==> config.mk <==
export PLATFORM = sky130hd
export DESIGN_NAME = gpic_top
export DESIGN_NICKNAME = d
export VERILOG_FILES = /design/src/hdl/gpic_pkg.sv /design/src/hdl/gpic_top.sv
export SDC_FILE = /design/constraint.sdc
export NUM_CORES = 1
export LEC_CHECK = 0
export BUFFER_PORTS_ARGS = -buffer_cell sky130_fd_sc_hd__buf_4
export CAP_MARGIN = 40
export CORE_MARGIN = 3
export CORE_UTILIZATION = 30
export DETAILED_ROUTE_END_ITERATION = 10
export PLACE_DENSITY_LB_ADDON = 0.08
export SETUP_SLACK_MARGIN = 0.4
export SYNTH_ARGS = -nofsm -noshare
export SYNTH_HDL_FRONTEND = slang
export SYNTH_SLANG_ARGS = --single-unit
==> constraint.sdc <==
create_clock -name sys_clk -period 1.1 [get_ports sys_clk]
set_clock_uncertainty 0.1 [all_clocks]
set_input_delay 0.33 -clock sys_clk [delete_from_list [all_inputs] [get_ports sys_clk]]
set_output_delay 0.33 -clock sys_clk [all_outputs]
set_load 0.02 [all_outputs]
==> src/hdl/gpic_pkg.sv <==
// Operation
// - Up to nineteen requests: thirteen external inputs plus internal peripheral sources.
// - Every source has a request flag gated by its own enable bit.
// - Cleared global enable in enable_reg_a blocks every source.
// - Group n: enable_reg_a first, enable_reg_c second, enable_reg_b last; enable_reg_d third in group five only.
// - Six fixed groups of sources, each listed in falling in-group priority.
// - In-group order is fixed: first column beats middle, middle beats last.
// - Each group level 0..3 comes from level_reg_hi and level_reg_lo bits.
// - Equal levels are resolved from group zero down to group five.
// - Pick highest level, then lowest group number, then best source inside.
// - Only a strictly higher level pre-empts a running service routine.
// - At most four routines in service, one per priority level.
// - External interrupt zero is the OR of serial, USB, endpoint and smartcard requests.
// - SPI and power-status requests stay out of external interrupt zero.
// - External interrupt one combines GPIO ports 0, 1 and 2.
// - Vectors 03h, 0Bh, 13h, 1Bh, 23h, 2Bh, 43h, 4Bh.
// - Vectors 53h, 5Bh, 63h, 6Bh, 83h, 8Bh, 93h, 9Bh, A3h, ABh, EBh.
// - Compare outputs zero to three also raise externals three to six.
// - Smartcard request merges both smart-card interface requests.
package gpic_pkg;
	localparam int NUM_SRC = 19;
	localparam int NUM_GRP = 6;
	localparam int NUM_LVL = 4;
	localparam int GIE_BIT = 7;
	localparam int RSV_EN_BIT = 5;
	localparam int GRP_TOP = 5;

	typedef logic [4:0] gpic_idx_t;
	typedef logic [1:0] gpic_lvl_t;
	typedef logic [7:0] gpic_vec_t;

	// Source indices, lowest index means highest priority inside a group.
	localparam int SRC_EXT0 = 0;
	localparam int SRC_RSVA = 1;
	localparam int SRC_EXT7 = 2;
	localparam int SRC_TMR0 = 3;
	localparam int SRC_EP1 = 4;
	localparam int SRC_SPI = 5;
	localparam int SRC_EXT1 = 6;
	localparam int SRC_EP2 = 7;
	localparam int SRC_EP3 = 8;
	localparam int SRC_TMR1 = 9;
	localparam int SRC_EP5 = 10;
	localparam int SRC_EP4 = 11;
	localparam int SRC_SER = 12;
	localparam int SRC_EP0 = 13;
	localparam int SRC_USB = 14;
	localparam int SRC_TMR2 = 15;
	localparam int SRC_CARD = 16;
	localparam int SRC_RSVB = 17;
	localparam int SRC_PWR = 18;

	// Entry point of each source, in source index order.
	localparam gpic_vec_t SRC_VEC [NUM_SRC] = '{
		8'h03, 8'h83, 8'h43, 8'h0B, 8'h8B, 8'h4B, 8'h13, 8'h93,
		8'h53, 8'h1B, 8'h9B, 8'h5B, 8'h23, 8'hA3, 8'h63, 8'h2B,
		8'hAB, 8'hEB, 8'h6B};

	// Members of each group as a mask over the source indices.
	localparam logic [NUM_SRC-1:0] GRP_MASK [NUM_GRP] = '{
		19'h0_0007, 19'h0_0038, 19'h0_01C0,
		19'h0_0E00, 19'h0_7000, 19'h7_8000};
endpackage

==> src/hdl/gpic_top.sv <==
`timescale 1ns/1ps
`default_nettype none
module gpic_top
#(
	parameter bit CMP_HI_EN = 1'b0,
	parameter int NUM_SRC = 19
)
(
	input wire logic sys_clk,
	input wire logic rst_b,
	input wire logic timer_zero_overflow,
	input wire logic timer_one_overflow,
	input wire logic timer_two_irq,
	input wire logic serial_irq,
	input wire logic spi_port_irq,
	input wire logic ext_irq_seven,
	input wire logic reserved_irq_a,
	input wire logic reserved_irq_b,
	input wire logic [2:0] gpio_port_irq,
	input wire logic endpoint_zero_irq,
	input wire logic endpoint_one_irq,
	input wire logic endpoint_two_irq,
	input wire logic endpoint_three_irq,
	input wire logic endpoint_four_irq,
	input wire logic endpoint_five_irq,
	input wire logic usb_irq,
	input wire logic power_event_irq,
	input wire logic card_one_irq,
	input wire logic card_two_irq,
	input wire logic compare_out_zero,
	input wire logic compare_out_one,
	input wire logic compare_out_two,
	input wire logic compare_out_three,
	input wire logic [7:0] enable_reg_a,
	input wire logic [5:0] enable_reg_b,
	input wire logic [5:0] enable_reg_c,
	input wire logic [7:0] enable_reg_d,
	input wire logic [5:0] level_reg_lo,
	input wire logic [5:0] level_reg_hi,
	input wire logic irq_ack,
	input wire logic irq_return,
	output logic irq_req,
	output logic [7:0] irq_vector,
	output logic [1:0] irq_level,
	output logic [3:0] in_service
);
	// The source tables are fixed; any other count cannot be served.
	if (NUM_SRC != gpic_pkg::NUM_SRC)
	begin : g_bad_count
		$error("gpic_top supports exactly nineteen sources");
	end

	// Lowest set bit wins, because lower index means higher priority.
	function automatic gpic_pkg::gpic_idx_t first_src(
		input logic [18:0] m);
		gpic_pkg::gpic_idx_t r;
		r = '0;
		for (int i = gpic_pkg::NUM_SRC - 1; i >= 0; i--)
		begin
			if (m[i])
				r = gpic_pkg::gpic_idx_t'(i);
		end
		return r;
	endfunction

	// Returns {valid, level, group}; strict compare keeps lower groups.
	function automatic logic [5:0] best_grp(input logic [5:0] gp,
		input logic [11:0] lv);
		logic [5:0] r;
		r = '0;
		for (int g = 0; g < gpic_pkg::NUM_GRP; g++)
		begin
			if (gp[g] && (!r[5] || lv[2*g +: 2] > r[4:3]))
				r = {1'b1, lv[2*g +: 2], 3'(g)};
		end
		return r;
	endfunction

	// Returns {valid, level} of the highest level now in service.
	function automatic logic [2:0] top_of(input logic [3:0] s);
		logic [2:0] r;
		r = '0;
		for (int i = 0; i < gpic_pkg::NUM_LVL; i++)
		begin
			if (s[i])
				r = {1'b1, 2'(i)};
		end
		return r;
	endfunction

	// One-hot flag of a priority level; shared by the set and clear paths
	// so both always agree on which in-service bit a level owns.
	function automatic logic [3:0] lvl_onehot(
		input gpic_pkg::gpic_lvl_t l);
		return 4'h1 << l;
	endfunction

	logic [1:0] rst_sync_q;
	logic rst_n;
	logic irq_req_q;
	logic irq_req_d;
	gpic_pkg::gpic_vec_t vec_q;
	gpic_pkg::gpic_lvl_t lvl_q;
	logic [3:0] inserv_q;
	logic [3:0] inserv_d;

	// Reset is asserted at once but released only after two clean edges.
	always_ff @(posedge sys_clk or negedge rst_b)
	begin
		if (!rst_b)
			rst_sync_q <= 2'h0;
		else
			rst_sync_q <= {rst_sync_q[0], 1'b1};
	end
	assign rst_n = rst_sync_q[1];

	// Merged external requests; upper compare outputs are gated off
	// in this version, so CMP_HI_EN stays low by default.
	wire logic ext_irq_zero;
	wire logic ext_irq_one;
	wire logic smartcard_irq;
	wire logic ext_three;
	wire logic ext_four;
	wire logic ext_five;
	wire logic ext_six;
	assign ext_irq_zero = serial_irq | usb_irq | endpoint_zero_irq |
		endpoint_one_irq | endpoint_two_irq | endpoint_three_irq |
		endpoint_four_irq | endpoint_five_irq | smartcard_irq;
	assign ext_irq_one = |gpio_port_irq;
	assign smartcard_irq = card_one_irq | card_two_irq;
	assign ext_three = endpoint_three_irq | compare_out_zero;
	assign ext_four = endpoint_four_irq | compare_out_one;
	assign ext_five = usb_irq | (compare_out_two & CMP_HI_EN);
	assign ext_six = power_event_irq | (compare_out_three & CMP_HI_EN);

	// Request flags in group and priority order.
	wire logic [18:0] req_w;
	assign req_w = {ext_six, reserved_irq_b, smartcard_irq,
		timer_two_irq, ext_five, endpoint_zero_irq, serial_irq,
		ext_four, endpoint_five_irq, timer_one_overflow, ext_three,
		endpoint_two_irq, ext_irq_one, spi_port_irq, endpoint_one_irq,
		timer_zero_overflow, ext_irq_seven, reserved_irq_a,
		ext_irq_zero};

	// Per-source enables; group five carries a fourth source, enabled from enable_reg_d.
	wire logic [18:0] en_w;
	for (genvar g = 0; g < gpic_pkg::GRP_TOP; g++)
	begin : g_en
		assign en_w[3*g] = enable_reg_a[g];
		assign en_w[3*g+1] = enable_reg_c[g];
		assign en_w[3*g+2] = enable_reg_b[g];
	end
	assign en_w[gpic_pkg::SRC_TMR2] = enable_reg_a[gpic_pkg::GRP_TOP];
	assign en_w[gpic_pkg::SRC_CARD] = enable_reg_c[gpic_pkg::GRP_TOP];
	assign en_w[gpic_pkg::SRC_RSVB] =
		enable_reg_d[gpic_pkg::RSV_EN_BIT];
	assign en_w[gpic_pkg::SRC_PWR] = enable_reg_b[gpic_pkg::GRP_TOP];

	wire logic [18:0] pend_w;
	assign pend_w = req_w & en_w;

	// Group pending bits and programmed levels.
	wire logic [5:0] gpend_w;
	wire logic [11:0] glvl_w;
	for (genvar g = 0; g < gpic_pkg::NUM_GRP; g++)
	begin : g_grp
		assign gpend_w[g] = |(pend_w & gpic_pkg::GRP_MASK[g]);
		assign glvl_w[2*g +: 2] = {level_reg_hi[g], level_reg_lo[g]};
	end

	// Winner: level first, group number second, source order last.
	wire logic [5:0] best_w;
	wire logic [2:0] win_grp_w;
	wire gpic_pkg::gpic_lvl_t win_lvl_w;
	wire gpic_pkg::gpic_idx_t win_src_w;
	assign best_w = best_grp(gpend_w, glvl_w);
	assign win_grp_w = best_w[2:0];
	assign win_lvl_w = best_w[4:3];
	assign win_src_w = first_src(pend_w &
		gpic_pkg::GRP_MASK[win_grp_w]);

	// A request passes only above the highest level in service.
	wire logic [2:0] top_w;
	wire logic above_w;
	wire logic grant_w;
	assign top_w = top_of(inserv_q);
	assign above_w = !top_w[2] || (win_lvl_w > top_w[1:0]);
	assign grant_w = irq_req_q && irq_ack;
	assign irq_req_d = enable_reg_a[gpic_pkg::GIE_BIT] && best_w[5] &&
		above_w && !grant_w;

	// Return retires the top level; a grant in the same edge still sets.
	wire logic [3:0] clr_w;
	wire logic [3:0] set_w;
	assign clr_w = (irq_return && top_w[2]) ? lvl_onehot(top_w[1:0]) :
		4'h0;
	assign set_w = grant_w ? lvl_onehot(lvl_q) : 4'h0;
	assign inserv_d = (inserv_q & ~clr_w) | set_w;

	// Request, vector and level are registered together so the core
	// always sees a matching pair on the edge where it acknowledges.
	always_ff @(posedge sys_clk or negedge rst_n)
	begin
		if (!rst_n)
		begin
			irq_req_q <= 1'b0;
			vec_q <= 8'h00;
			lvl_q <= 2'h0;
			inserv_q <= 4'h0;
		end
		else
		begin
			irq_req_q <= irq_req_d;
			vec_q <= gpic_pkg::SRC_VEC[win_src_w];
			lvl_q <= win_lvl_w;
			inserv_q <= inserv_d;
		end
	end

	assign irq_req = irq_req_q;
	assign irq_vector = vec_q;
	assign irq_level = lvl_q;
	assign in_service = inserv_q;
endmodule
`default_nettype wire

==> impl_metrics.csv <==
group,metric,value,unit
outcome,status,"complete, but fails checks",
outcome,violations,"setup timing",
clocking,cts_tree,"done",
yosys,yosys.cell_types.count,55,
sta,finalSetupTns,-48.85,ns
critical_path,crit_type,"in2reg",
critical_path,r2r_start,"in_service[2]",
cells_and_area,fin_cells,529,
grt,first_global_vias,2702,
sta,hold_viol,0,
pwr,power.density,1990,nW/um^2
critical_path,critPathSlowestCell,"mux2_4",
routing,drc_errors,0,
yosys,synth-edff-count,0,
routing,routed_wl,7590,um
grt,overflow,0,
critical_path,cp_data_arrival_time,7.61,ns
sta,period_needed,7.59,ns
place,post_dp_cell_area,3400,um^2
yosys,synthFlopType,"dfrtp_1",
cells_and_area,multiInputGateArea,1730,um^2
critical_path,crit_fanout,3,
routing,top_layer_used,"met4",
routing,first_pass_iters,5,
sta,tightestPinTransition,0.522,ns
floorplan,die_h,84.2,um
critical_path,r2r_cells,6,
pwr,peakVddDrop,1.28,mV
cells_and_area,fin_area,4130,um^2
pwr,finalPower,8.21,mW
job,max_cap_viol_count,0,
place,port_buffers,72,
clocking,clock_latency,0.24,ns
sta,grt_setup_unrepaired,"true",
cells_and_area,syn2layout_area_growth,125,%
clocking,cts.htree.levels,1,
grt,grt_pass1_wl,12000,um
critical_path,cp-start-kind,"input pin",
cells_and_area,fin_nets,543,
critical_path,r2r_slack,-0.42,ns
routing,met1_length,3200,um
cells_and_area,final_util,0.723,
floorplan,initial_core_util,0.321,
place,hpwlAfterDp,5630,um
critical_path,r2r-end,"irq_req",
yosys,ys_ff_latch,15,
place,pre_cts_ws,-7.06,ns
cells_and_area,fillers,422,
grt,track_usage,0.205,
clocking,cts_made_buffers,3,
place,gp_congestion,0.801,
critical_path,slowest_delay,0.33,ns
sta,period_share,6.90,
clocking,clockRootBuffer,"clkbuf_8",
clocking,cts.sink_count,15,
routing,met3_length,285,um
yosys,yosysSeqAreaShare,0.205,
pwr,cellLeakagePower,2.03,nW
place,place_inst,477,
yosys,yosysMostFrequentCell,"nand2_1",
critical_path,crit_required,1.12,ns
clocking,cts.path.max_buffers,2,
critical_path,cpLargestDelayFamily,"compound AO/OA/AOI/OAI gates",
critical_path,crit_path_start,"endpoint_zero_irq",
yosys,yosys_warnings,0,
yosys,avgSynthCellArea,8.00,um^2
clocking,clk_transition_reported_paths,0.06,ns
grt,antenna_found_initial,0,
cells_and_area,regArea,385,um^2
yosys,synth-async-reset-ratio,1.00,
floorplan,ioPinCount,84,
yosys,yosys.area.top_type,"dfrtp_1",
routing,wl_per_cell,14.3,um
critical_path,crit_path_frequent_cell,"buf_4",
yosys,synth_common_cells,"nand2_1, ha_1, inv_1",
floorplan,coreArea,5710,um^2
sta,setup_violations,22,
routing,vias_per_cell,4.98,
sta,worst_slack,-6.49,ns
sta,slew_headroom,0.649,
cells_and_area,diodes,0,
routing,dr_wl_met2,4020,um
grt,grt_max_degree,14,
yosys,synthCells,229,
worst_hold_path,hold_class,"reg2async",
critical_path,critPathCaptureType,"flip-flop",
routing,drt_iter0_drc,128,
sta,fmax,132,MHz
routing,vias,2634,
floorplan,die_area,7080,um^2
yosys,syn_area,1830,um^2
floorplan,die_x,84.2,um
cells_and_area,layout-drive-gt1-share,0.672,
sta,maxSlewViolCount,0,
yosys,synth.area.top_cells,"dfrtp_1, ha_1, nand2_1",
critical_path,path_buf_inv,9,
sta,whs,0.0558,ns
routing,ant_nets,0,
yosys,synth_top_area_frac,0.205,
floorplan,rows,27,
-- sequential cells by signal, indices dropped and copies added, names as in the netlist --
signal      flops
in_service      4
irq_req         1
rst_sync_q      2
irq_vector      6
irq_level       2
-- report_power, final --
part	internal [mW]	total [mW]	switching (mW)
clock network	0.256	0.430	0.174
logic	3.96	6.85	2.89
registers	0.780	0.925	0.145
total	5.00	8.21	3.21
-- placed cells by master, fill, tap and decap left out, types with 3 or more instances in the layout --
cell type	n
a211o_1	4
a211oi_1	5
a21o_1	7
a21oi_1	10
a21oi_2	3
a22oi_1	3
and2_1	3
buf_4	193
buf_6	30
clkbuf_8	3
conb_1	3
dfrtp_1	7
dfrtp_2	8
ha_1	8
ha_4	6
inv_1	12
inv_2	4
mux2_4	6
nand2_1	20
nand2_2	5
nand2b_1	5
nand3_1	7
nand4_1	3
nor2_1	9
nor2_4	3
nor2b_4	4
nor4_1	4
o21a_1	3
o21ai_0	5
o21ai_1	3
o21ai_2	7
o31ai_1	3
-- worst register-to-register path: stages, from the launching register on --
cell and delay [ns]:
dfrtp_2 0.43, inv_2 0.05, a21o_1 0.18, ha_1 0.28, a21oi_1 0.12, o211ai_1 0.10, a21oi_1 0.17
-- worst max-delay path by stage --
stage / endpoint / slack [ns] / depth (start not counted)
after CTS: irq_vector[7] / -6.41 / 42
after global routing: irq_vector[7] / -6.93 / 42
final: irq_vector[7] / -6.49 / 43
after detailed placement: irq_vector[7] / -7.06 / 41
after global placement: irq_vector[7] / -6.84 / 41
after floorplan: irq_vector[7] / -6.68 / 40
-- final cells by class --
type / instances / area share
tap: 72 / 0.0218
timing repair buffer: 225 / 0.439
multi-input combinational: 197 / 0.420
sequential: 15 / 0.0934
inverter: 16 / 0.0146
clock buffer: 4 / 0.0109
-- layer usage --
| metal | vias to the layer above | track usage |
|---|---|---|
| met5 | - | 0 |
| met1 | 1222 | 0.246 |
| met3 | 8 | 0.0324 |
| met2 | 58 | 0.383 |
| li1 | 1346 | - |
| met4 | 0 | 0.0395 |
-- cells by family after synthesis --
group | share of synthesized area
buf+inv | 0.0410
other cells | 0.00410
fa+ha+maj | 0.109
simple gates | 0.231
flops | 0.205
compound gates | 0.346
mux | 0.0642
-- timing repair --
action                                 in CTS  in global routing
hold buffers                                1                  0
endpoints found under the hold margin       2                  0
gates cloned                                0                  0
setup endpoints to repair                  26                 26
pin swaps                                  30                 14
resized for setup                          58                 17
buffers inserted                           35                 12
(Power assumes the default switching activity.)
